**config.mk**
```make
export PLATFORM = sky130hd
export DESIGN_NAME = pce_pitch_contour
export DESIGN_NICKNAME = d
export VERILOG_FILES = /design/src/include/pce_pkg.sv /design/src/logic/pce_pitch_contour.sv /design/src/logic/pce_scale.sv
export SDC_FILE = /design/constraint.sdc
export NUM_CORES = 2
export LEC_CHECK = 0
export BUFFER_PORTS_ARGS = -buffer_cell sky130_fd_sc_hd__buf_2
export CORE_MARGIN = 3
export CORE_UTILIZATION = 45
export DETAILED_ROUTE_END_ITERATION = 16
export GPL_ROUTABILITY_DRIVEN = 0
export PLACE_DENSITY = 0.68
export SETUP_SLACK_MARGIN = 0.15
export SLEW_MARGIN = 20
export SYNTH_ARGS = -nofsm -noshare
export SYNTH_HDL_FRONTEND = slang
export SYNTH_SLANG_ARGS = --single-unit
```
**constraint.sdc**
```tcl
create_clock -name CORE_CLK -period 29.5 [get_ports CORE_CLK]
set_input_delay 4.425 -clock CORE_CLK [delete_from_list [all_inputs] [get_ports CORE_CLK]]
set_output_delay 4.425 -clock CORE_CLK [all_outputs]
set_load 0.03 [all_outputs]
```
**src/include/pce_pkg.sv**
```systemverilog
// Package: pitch contour envelope constants, register map and types
package pce_pkg;
  // Register byte offsets
  localparam logic [7:0] PCE_OFF_TIMES = 8'h00;
  localparam logic [7:0] PCE_OFF_SHAPE = 8'h04;
  localparam logic [7:0] PCE_OFF_CTRL = 8'h08;
  localparam logic [7:0] PCE_OFF_STAT = 8'h0C;
  // Field positions in TIMES: delay, attack, decay, sustain (7 bits each in a byte)
  localparam int PCE_POS_DELAY = 0;
  localparam int PCE_POS_ATTACK = 8;
  localparam int PCE_POS_DECAY = 16;
  localparam int PCE_POS_SUSTAIN = 24;
  // Field positions in SHAPE: sustain decay, release, level, velocity mod
  localparam int PCE_POS_SDECAY = 0;
  localparam int PCE_POS_RELEASE = 8;
  localparam int PCE_POS_LEVEL = 16;
  localparam int PCE_POS_VELMOD = 24;
  // Field positions in CTRL
  localparam int PCE_POS_TRIG = 0;
  localparam int PCE_POS_TTRACK = 2;
  localparam int PCE_POS_PEDRESP = 3;
  localparam int PCE_POS_DEPTH = 8;
  localparam int PCE_POS_ROUTED = 16;
  // Reset values
  localparam logic [31:0] PCE_RST_TIMES = 32'h63000000;
  localparam logic [31:0] PCE_RST_SHAPE = 32'h00006300;
  localparam logic [31:0] PCE_RST_CTRL = 32'h00000000;
  // Parameter range
  localparam logic [6:0] PCE_MAX_PARAM = 7'h63;
  localparam logic [6:0] PCE_HOLD_PARAM = 7'h64;
  // Envelope level: 16 bits, full scale
  localparam logic [15:0] PCE_LVL_MAX = 16'hFFFF;
  // Update tick: 10 us at 200 MHz
  localparam int PCE_CLK_MHZ = 200;
  localparam int PCE_TICK_NS = 10000;
  localparam int PCE_TICK_CYC = PCE_TICK_NS * PCE_CLK_MHZ / 1000;
  // Key reference for time tracking (middle C)
  localparam logic [6:0] PCE_KEY_REF = 7'h3C;
  localparam logic [4:0] PCE_TRACK_SPAN = 5'h18;

  typedef enum logic [1:0] {
    PCE_TRIG_NORMAL,
    PCE_TRIG_FREERUN,
    PCE_TRIG_RESET,
    PCE_TRIG_RESET_FREE
  } pce_trig_e;

  typedef enum logic [2:0] {
    PCE_ST_IDLE,
    PCE_ST_DELAY,
    PCE_ST_ATTACK,
    PCE_ST_DECAY,
    PCE_ST_SUSTAIN,
    PCE_ST_RELEASE,
    PCE_ST_HOLD
  } pce_state_e;

  // Segment rate per tick from a 0..99 parameter: longer for larger values
  function automatic logic [15:0] pce_rate(input logic [6:0] p);
    logic [6:0] inv;
    logic [15:0] r;
    inv = PCE_MAX_PARAM - ((p > PCE_MAX_PARAM) ? PCE_MAX_PARAM : p);
    r = 16'h0001 << inv[6:3];
    r = r + ((r >> 3) * {13'h0000, inv[2:0]});
    return r;
  endfunction
endpackage

```
**src/logic/pce_pitch_contour.sv**
```systemverilog
// Pitch contour envelope generator with AHB-Lite register slave
//
// What this block does
// - Output only when depth nonzero or routed
// - Zero attack and delay: immediate maximum
// - Decay toward sustain; sustain 99 skips decay
// - Release falls from current level to zero
// - Release above 99 holds level
// - Delay postpones attack; zero starts at once
// - Delay hold waits for release, forces freerun
// - Sustain decay falls; 99 holds, 0 drops
// - Normal mode: new note does not restart
// - Normal mode: note off goes to release
// - Freerun completes whole cycle
// - Reset mode restarts on every note
// - Reset-freerun restarts and completes cycle
// - Mono legato retriggers only in reset modes
// - Key tracking scales decay, sustain decay and release times, two octaves
// - Pedal, fast start: jump to sustain decay
// - Pedal, release in attack: go release
// - Pedal, release before attack: stay zero
// - Pedal freerun stays in sustain decay; off ignores
// - Level scales output, 00 none, 99 full
// - Velocity modulation scales by velocity
`timescale 1ns/1ps
module pce_pitch_contour
  import pce_pkg::*;
(
  // Clock and reset
  input wire logic CORE_CLK,
  input wire logic RST_N,
  // AHB-Lite slave
  input wire logic HSEL,
  input wire logic [31:0] HADDR,
  input wire logic [1:0] HTRANS,
  input wire logic HWRITE,
  input wire logic [2:0] HSIZE,
  input wire logic [31:0] HWDATA,
  input wire logic HREADY,
  output logic [31:0] HRDATA,
  output logic HREADYOUT,
  output logic HRESP,
  // Voice note events, same clock domain
  input wire logic NOTE_ON,
  input wire logic NOTE_OFF,
  input wire logic [6:0] NOTE_KEY,
  input wire logic [6:0] NOTE_VEL,
  input wire logic LEGATO,
  input wire logic MONO_MODE,
  // Sustain pedal pin
  input wire logic PEDAL,
  // Contour to the pitch destination
  output logic [15:0] CONTOUR_OUT
);
  logic [31:0] times_q;
  logic [31:0] shape_q;
  logic [31:0] ctrl_q;
  logic wr_pend_q;
  logic [7:0] wr_addr_q;
  logic [31:0] rdata_q;
  logic [7:0] a_off;
  logic a_take;
  logic ped_s1_q;
  logic ped_s2_q;
  pce_state_e state_q;
  logic [15:0] lvl_q;
  logic [15:0] tick_q;
  logic tick;
  logic gate_q;
  logic free_q;
  logic [6:0] key_q;
  logic [6:0] vel_q;
  logic [6:0] p_delay;
  logic [6:0] p_attack;
  logic [6:0] p_decay;
  logic [6:0] p_sus;
  logic [6:0] p_sdecay;
  logic [6:0] p_rel;
  pce_trig_e trig;
  logic ttrack;
  logic pedresp;
  logic routed;
  logic [15:0] sus_lvl;
  logic retrig;
  logic free_eff;
  logic ped_held;
  logic [15:0] rate_dec;
  logic [15:0] rate_sd;
  logic [15:0] rate_rel;
  logic [15:0] dly_rate;
  logic [15:0] scaled_out;

  always_comb begin
    p_delay = times_q[PCE_POS_DELAY +: 7];
    p_attack = times_q[PCE_POS_ATTACK +: 7];
    p_decay = times_q[PCE_POS_DECAY +: 7];
    p_sus = times_q[PCE_POS_SUSTAIN +: 7];
    p_sdecay = shape_q[PCE_POS_SDECAY +: 7];
    p_rel = shape_q[PCE_POS_RELEASE +: 7];
    trig = pce_trig_e'(ctrl_q[PCE_POS_TRIG +: 2]);
    ttrack = ctrl_q[PCE_POS_TTRACK];
    pedresp = ctrl_q[PCE_POS_PEDRESP];
    routed = (ctrl_q[PCE_POS_DEPTH +: 7] != 7'h00) || ctrl_q[PCE_POS_ROUTED];
    sus_lvl = (p_sus >= PCE_MAX_PARAM) ? PCE_LVL_MAX : {p_sus, 9'h000};
    ped_held = pedresp && ped_s2_q;
    free_eff = trig[0] || (p_delay > PCE_MAX_PARAM);
    // restart only in reset modes; mono legato follows same test
    retrig = trig[1] && (!(MONO_MODE && LEGATO) || trig[1]);
    a_off = HADDR[7:0];
    a_take = HSEL && HREADY && HTRANS[1];
  end

  // key tracking: doubles or halves over 24 keys
  function automatic logic [15:0] track(input logic [15:0] r, input logic on,
                                        input logic [6:0] key);
    logic [15:0] res;
    logic [6:0] d;
    logic [31:0] prod;
    res = r;
    if (on) begin
      if (key >= PCE_KEY_REF) begin
        d = key - PCE_KEY_REF;
        d = (d > 7'(PCE_TRACK_SPAN)) ? 7'(PCE_TRACK_SPAN) : d;
        // Product kept wide so fast rates cannot wrap
        prod = 32'(r) * 32'(d);
        res = 16'(32'(r) + prod / 32'(PCE_TRACK_SPAN));
      end else begin
        d = PCE_KEY_REF - key;
        d = (d > 7'(PCE_TRACK_SPAN)) ? 7'(PCE_TRACK_SPAN) : d;
        prod = 32'(r) * 32'(d);
        res = 16'(32'(r) - prod / (32'h2 * 32'(PCE_TRACK_SPAN)));
      end
      if (res == 16'h0000) res = 16'h0001;
    end
    return res;
  endfunction

  always_comb begin
    rate_dec = track(pce_rate(p_decay), ttrack, key_q);
    rate_sd = track(pce_rate(p_sdecay), ttrack, key_q);
    rate_rel = track(pce_rate(p_rel), ttrack, key_q);
    dly_rate = pce_rate(p_delay);
  end

  // Pedal pin synchroniser
  always_ff @(posedge CORE_CLK or negedge RST_N) begin
    if (!RST_N) begin
      ped_s1_q <= 1'b0;
      ped_s2_q <= 1'b0;
    end else begin
      ped_s1_q <= PEDAL;
      ped_s2_q <= ped_s1_q;
    end
  end

  always_ff @(posedge CORE_CLK or negedge RST_N) begin
    if (!RST_N) begin
      tick_q <= 16'h0000;
    end else if (tick) begin
      tick_q <= 16'h0000;
    end else begin
      tick_q <= tick_q + 16'h0001;
    end
  end
  assign tick = (tick_q == 16'(PCE_TICK_CYC - 1));

  // Bus: address phase capture, write in data phase, zero wait
  always_ff @(posedge CORE_CLK or negedge RST_N) begin
    if (!RST_N) begin
      wr_pend_q <= 1'b0;
      wr_addr_q <= 8'h00;
      rdata_q <= 32'h00000000;
    end else begin
      wr_pend_q <= a_take && HWRITE;
      wr_addr_q <= a_off;
      if (a_take && !HWRITE) begin
        case (a_off)
          PCE_OFF_TIMES: rdata_q <= times_q;
          PCE_OFF_SHAPE: rdata_q <= shape_q;
          PCE_OFF_CTRL: rdata_q <= ctrl_q;
          PCE_OFF_STAT: rdata_q <= {8'h00, 5'h00, state_q, lvl_q};
          default: rdata_q <= 32'h00000000;
        endcase
      end
    end
  end

  always_ff @(posedge CORE_CLK or negedge RST_N) begin
    if (!RST_N) begin
      times_q <= PCE_RST_TIMES;
      shape_q <= PCE_RST_SHAPE;
      ctrl_q <= PCE_RST_CTRL;
    end else if (wr_pend_q) begin
      case (wr_addr_q)
        PCE_OFF_TIMES: times_q <= HWDATA & 32'h7F7F7F7F;
        PCE_OFF_SHAPE: shape_q <= HWDATA & 32'h7F7F7F7F;
        PCE_OFF_CTRL: ctrl_q <= HWDATA & 32'h00017F0F;
        default: ;
      endcase
    end
  end

  assign HRDATA = rdata_q;
  assign HREADYOUT = 1'b1;
  assign HRESP = 1'b0;

  // Note capture and gate
  always_ff @(posedge CORE_CLK or negedge RST_N) begin
    if (!RST_N) begin
      key_q <= 7'h00;
      vel_q <= 7'h00;
      gate_q <= 1'b0;
      free_q <= 1'b0;
    end else begin
      if (NOTE_ON) begin
        key_q <= NOTE_KEY;
        vel_q <= NOTE_VEL;
        gate_q <= 1'b1;
        free_q <= free_eff;
      end else if (NOTE_OFF) begin
        gate_q <= 1'b0;
      end
    end
  end

  // Envelope state machine
  always_ff @(posedge CORE_CLK or negedge RST_N) begin
    if (!RST_N) begin
      state_q <= PCE_ST_IDLE;
      lvl_q <= 16'h0000;
    end else if (NOTE_ON && (retrig && !(MONO_MODE && LEGATO && !trig[1])
                 || state_q == PCE_ST_IDLE)) begin
      // restart; mono legato only in reset modes
      lvl_q <= 16'h0000;
      // zero delay goes straight to attack
      state_q <= (p_delay == 7'h00) ? PCE_ST_ATTACK : PCE_ST_DELAY;
      if (p_delay == 7'h00 && p_attack == 7'h00) begin
        lvl_q <= PCE_LVL_MAX;
        state_q <= (p_sus >= PCE_MAX_PARAM) ? PCE_ST_SUSTAIN : PCE_ST_DECAY;
      end
    end else if (NOTE_OFF && !free_q && !ped_held && state_q != PCE_ST_IDLE
                 && state_q != PCE_ST_RELEASE && state_q != PCE_ST_HOLD) begin
      // normal: release now; hold keeps level
      state_q <= (p_rel > PCE_MAX_PARAM) ? PCE_ST_HOLD : PCE_ST_RELEASE;
    end else if (NOTE_OFF && ped_held && !free_q) begin
      if (state_q == PCE_ST_DELAY) begin
        state_q <= PCE_ST_IDLE;
        lvl_q <= 16'h0000;
      end else if (state_q == PCE_ST_ATTACK) begin
        state_q <= (p_rel > PCE_MAX_PARAM) ? PCE_ST_HOLD : PCE_ST_RELEASE;
      // fast start jumps to sustain decay
      end else if (p_attack == 7'h00 && p_delay == 7'h00
                   && (p_decay == 7'h00 || p_sus >= PCE_MAX_PARAM)
                   && state_q == PCE_ST_DECAY) begin
        state_q <= PCE_ST_SUSTAIN;
        lvl_q <= sus_lvl;
      end
    end else if (tick) begin
      case (state_q)
        PCE_ST_DELAY: begin
          if (p_delay > PCE_MAX_PARAM) begin
            if (!gate_q) state_q <= PCE_ST_ATTACK;
          end else if (lvl_q >= 16'(PCE_LVL_MAX - dly_rate)) begin
            lvl_q <= 16'h0000;
            state_q <= PCE_ST_ATTACK;
          end else begin
            // Level register reused as delay timer
            lvl_q <= lvl_q + dly_rate;
          end
        end
        PCE_ST_ATTACK: begin
          // attack rate is never key tracked
          if (p_attack == 7'h00 || lvl_q >= 16'(PCE_LVL_MAX - pce_rate(p_attack))) begin
            lvl_q <= PCE_LVL_MAX;
            state_q <= (p_sus >= PCE_MAX_PARAM) ? PCE_ST_SUSTAIN : PCE_ST_DECAY;
          end else begin
            lvl_q <= lvl_q + pce_rate(p_attack);
          end
        end
        PCE_ST_DECAY: begin
          if (p_decay == 7'h00 || lvl_q <= 16'(sus_lvl + rate_dec)) begin
            lvl_q <= sus_lvl;
            state_q <= PCE_ST_SUSTAIN;
          end else begin
            lvl_q <= lvl_q - rate_dec;
          end
        end
        PCE_ST_SUSTAIN: begin
          // sustain decay; freerun ends here then releases
          if (free_q && !gate_q && !ped_held) begin
            state_q <= (p_rel > PCE_MAX_PARAM) ? PCE_ST_HOLD : PCE_ST_RELEASE;
          end else if (p_sdecay >= PCE_MAX_PARAM) begin
            lvl_q <= lvl_q;
          end else if (p_sdecay == 7'h00 || lvl_q <= rate_sd) begin
            lvl_q <= 16'h0000;
          end else begin
            lvl_q <= lvl_q - rate_sd;
          end
        end
        PCE_ST_RELEASE: begin
          if (p_rel == 7'h00 || lvl_q <= rate_rel) begin
            lvl_q <= 16'h0000;
            state_q <= PCE_ST_IDLE;
          end else begin
            lvl_q <= lvl_q - rate_rel;
          end
        end
        PCE_ST_HOLD: lvl_q <= lvl_q;
        PCE_ST_IDLE: lvl_q <= 16'h0000;
        default: state_q <= PCE_ST_IDLE;
      endcase
    end
  end

  pce_scale u_scale (
    .clk(CORE_CLK),
    .rst_n(RST_N),
    .env((state_q == PCE_ST_DELAY) ? 16'h0000 : lvl_q),
    .level(shape_q[PCE_POS_LEVEL +: 7]),
    .velmod(shape_q[PCE_POS_VELMOD +: 7]),
    .velocity(vel_q),
    .active(routed),
    .out_q(scaled_out)
  );

  assign CONTOUR_OUT = scaled_out;
endmodule // pce_pitch_contour

```
**src/logic/pce_scale.sv**
```systemverilog
// Output scaling by level and velocity
`timescale 1ns/1ps
module pce_scale
  import pce_pkg::*;
(
  // Clock and reset
  input wire logic clk,
  input wire logic rst_n,
  // Inputs
  input wire logic [15:0] env,
  input wire logic [6:0] level,
  input wire logic [6:0] velmod,
  input wire logic [6:0] velocity,
  input wire logic active,
  // Result
  output logic [15:0] out_q
);
  logic [6:0] lvl_c;
  logic [6:0] vm_c;
  logic [13:0] vel_gain;
  logic [22:0] p1;
  logic [29:0] p2;

  always_comb begin
    lvl_c = (level > PCE_MAX_PARAM) ? PCE_MAX_PARAM : level;
    vm_c = (velmod > PCE_MAX_PARAM) ? PCE_MAX_PARAM : velmod;
    // Gain = 127*99 - vm*(127-vel); velmod 0 gives the top gain 12573 at any velocity
    vel_gain = 14'(14'd12573 - vm_c * (7'h7F - velocity));
    p1 = 23'(env * lvl_c);
    p2 = 30'(p1[22:7] * vel_gain);
  end

  always_ff @(posedge clk or negedge rst_n) begin
    if (!rst_n) begin
      out_q <= 16'h0000;
    end else if (!active || lvl_c == 7'h00) begin
      // Level 00 or unrouted gives nothing
      out_q <= 16'h0000;
    end else begin
      out_q <= p2[29:14];
    end
  end
endmodule // pce_scale

```
==> results.json <==
{
  "synth_top_cells_by_count": "sky130_fd_sc_hd__nand2_1, sky130_fd_sc_hd__inv_1, sky130_fd_sc_hd__fa_1, sky130_fd_sc_hd__nor2_1, sky130_fd_sc_hd__ha_1",
  "ys_types": 124,
  "antenna_found_initial": 2,
  "fin_crit_sh_pct": 83.9,
  "cell_type_contributing_the_most_total_cell_area_after_synthesis": "sky130_fd_sc_hd__fa_1",
  "critical_path.most_common_cell": "sky130_fd_sc_hd__a21oi_1",
  "floorplan.io_pins": 143,
  "placementRows": 140,
  "starting_density_of_the_core_pct": 45.5,
  "die_area_mm2": 0.152,
  "fin_nets": 10120,
  "slowest_stage": "sky130_fd_sc_hd__xnor2_1",
  "worst_clock_skew_ns": 0.0202,
  "run_status": "finished clean",
  "ys_dominant_reg_cell": "sky130_fd_sc_hd__dfrtp_1",
  "die_span_x_um": 390,
  "timing.setup.critical_path_class": "register to register",
  "grt_pass1_wl_mm": 310,
  "drt-total-wl_mm": 189,
  "critical_path_buf_inv_count": 10,
  "grt_setup_unrepaired": "false",
  "clock.fmax_mhz": 40.4,
  "drt_first_pass_iters": 8,
  "htree_num_levels": 4,
  "drt.antenna.violating_nets": 0,
  "numPortBuffers": 104,
  "netlist_top_cells_area": "sky130_fd_sc_hd__fa_1, sky130_fd_sc_hd__ha_1, sky130_fd_sc_hd__dfrtp_1",
  "die_h_um": 390,
  "mappedNetlistArea_mm2": 0.0665,
  "synth_seq_area_share_pct": 6.64,
  "fin_util_pct": 48.2,
  "dr.first_iter.drc_count": 5578,
  "sequential_cell_area_mm2": 0.00442,
  "synth-edff-count": 0,
  "hold_buffers": 0,
  "area_growth_syn_to_layout_pct": 5.97,
  "maximum_number_of_pins_on_one_net_before_global_route_repair": 73,
  "critPathArrivalTime_ns": 25.13,
  "synth_instances": 8452,
  "cts_resized": 0,
  "insertion_delay_ns": 0.49,
  "tritoncts_clock_tree": "done",
  "cts-root-buf": "sky130_fd_sc_hd__clkbuf_16",
  "ys_warn_count": 0,
  "drc": 0,
  "core_region_area_mm2": 0.146,
  "synth.avg_cell_area_um2": 7.86,
  "antenna-diode-count": 0,
  "detailed_place.area_mm2": 0.0697,
  "postSynthRegisterBits": 176,
  "multiInputGateArea_mm2": 0.0577,
  "hold_violations": 0,
  "yosys.cell_count.top_type": "sky130_fd_sc_hd__nand2_1",
  "path_max_fanout": 23,
  "drive_above_1_share_pct": 6.04,
  "dr_total_vias": 60856,
  "finalSetupViolCount": 0,
  "pre_cts_ws_ns": 4.87,
  "layout_min_cycle_time_ns": 24.75,
  "cts_buffers": 17,
  "max_slew_violation_count": 0,
  "endpoint_kind": "register",
  "layout.filler_cells": 14196,
  "totalNegativeSetupSlack_ns": 0,
  "stdcell_area_mm2": 0.0704,
  "timing.slew.headroom_pct": 19.9,
  "cts.reportedPaths.clkPinSlew_ns": 0.09,
  "grtUsageTotal_pct": 24.7,
  "detail_route.wl_per_cell_um": 18.0,
  "total_number_of_clock_tree_sinks": 176,
  "worstHoldPathType": "register to register",
  "via_count_of_the_first_global_routing_pass": 59745,
  "max-clock-path-buffers": 2,
  "yosys.area.top_type_share_pct": 24.3,
  "crit_path_max_incr_delay_ns": 0.79,
  "layout_setup_ws_ns": 4.75,
  "max_cap_violations": 0,
  "drt-vias-per-instance": 5.81,
  "timing.critical_path.from_type": "register",
  "postCtsSetupBuffers": 0,
  "critical-path-top-delay-family": "compound AO/OA/AOI/OAI gates",
  "async_flop_share_pct": 100,
  "tightestPinTransition_ns": 1.19,
  "critPathRequiredTime_ns": 29.88,
  "dpl_wire_length_mm": 152,
  "globalRoute.totalOverflow": 0
}
-- area by class of cell --
class,count,area share (%)
multi-input combinational,7090,81.9
sequential,176,6.27
inverter,1051,5.60
tap,1917,3.41
timing repair buffer,216,1.94
clock buffer,17,0.604
clock inverter,15,0.302
-- logic make-up after synthesis --
kind of cell               after synthesis  synth area share, %
buffers and inverters                 1390                 7.99
muxes                                  193                 3.31
and+or+nand+nor                       2830                 19.4
DFF                                    176                 6.64
AOI/OAI and AO/OA                     1868                 18.9
adders and majority gates             1479                 37.0
other                                    2               0.0113
xor gates and xnor gates               514                 6.78
-- stage by stage --
step / hold WS (ns) / std cells
after floorplan: 0.331 / 8656
after global placement: 0.345 / 10449
after detailed placement: 0.342 / 10449
after CTS: 0.379 / 10481
after global routing: 0.392 / 10482
final: 0.382 / 10482
-- worst reg2reg max path: cells and delay by family, from the launching register on --
| kind | cells | cell delay, ns |
|---|---|---|
| AO/OA/AOI/OAI | 54 | 10.91 |
| XOR/XNOR | 5 | 1.32 |
| adder cells (fa/ha/maj) | 13 | 5.50 |
| buffers and inverters | 10 | 1.09 |
| flip-flops | 1 | 0.72 |
| multiplexers | 3 | 0.83 |
| AND/OR/NAND/NOR | 22 | 4.30 |
-- worst paths after layout --
check                            startpoint    endpoint  slack (ns)  cells after the start
worst min-delay path               ped_s1_q    ped_s2_q        0.38                      0
worst min register to register     ped_s1_q    ped_s2_q        0.38                      0
max in group asynchronous             RST_N   ctrl_q[2]       23.45                      3
min in group asynchronous             RST_N    key_q[0]        3.84                      1
worst max-delay path            times_q[22]  state_q[2]        4.75                    107
worst max register to register  times_q[22]  state_q[2]        4.75                    107
-- placed cells by master (no fill, tap or decap), types with 103 or more instances in the layout --
master / count
sky130_fd_sc_hd__inv_1: 1043
sky130_fd_sc_hd__a21oi_1: 468
sky130_fd_sc_hd__xnor2_1: 315
sky130_fd_sc_hd__nor3_1: 180
sky130_fd_sc_hd__conb_1: 206
sky130_fd_sc_hd__fa_1: 808
sky130_fd_sc_hd__and2_1: 126
sky130_fd_sc_hd__buf_4: 111
sky130_fd_sc_hd__nand2_1: 1118
sky130_fd_sc_hd__o21bai_1: 123
sky130_fd_sc_hd__ha_1: 667
sky130_fd_sc_hd__o21ai_0: 345
sky130_fd_sc_hd__xor2_1: 190
sky130_fd_sc_hd__dfrtp_1: 167
sky130_fd_sc_hd__buf_2: 103
sky130_fd_sc_hd__nor2_1: 726
sky130_fd_sc_hd__a21o_1: 168
sky130_fd_sc_hd__nand3_1: 134
-- flip-flops by register name (all words and copies together), names as in the netlist, 3 cells and up --
register,flops
HRDATA,30
ctrl_q,12
key_q,7
lvl_q,16
shape_q,28
state_q,3
tick_q,16
times_q,28
u_scale.out_q,16
vel_q,7
wr_addr_q,8
-- per-layer routing --
layer | vias up | wire [um] | global-route usage [%]
met5 | - | 0 | 0
met4 | 0 | 5570 | 7.35
met3 | 281 | 13500 | 3.21
met2 | 2101 | 86700 | 40.4
met1 | 29831 | 82900 | 34.0
li1 | 28643 | - | -
Power is not shown: default switching activity piles up to over one toggle a cycle in this logic, so the estimate is an artifact.
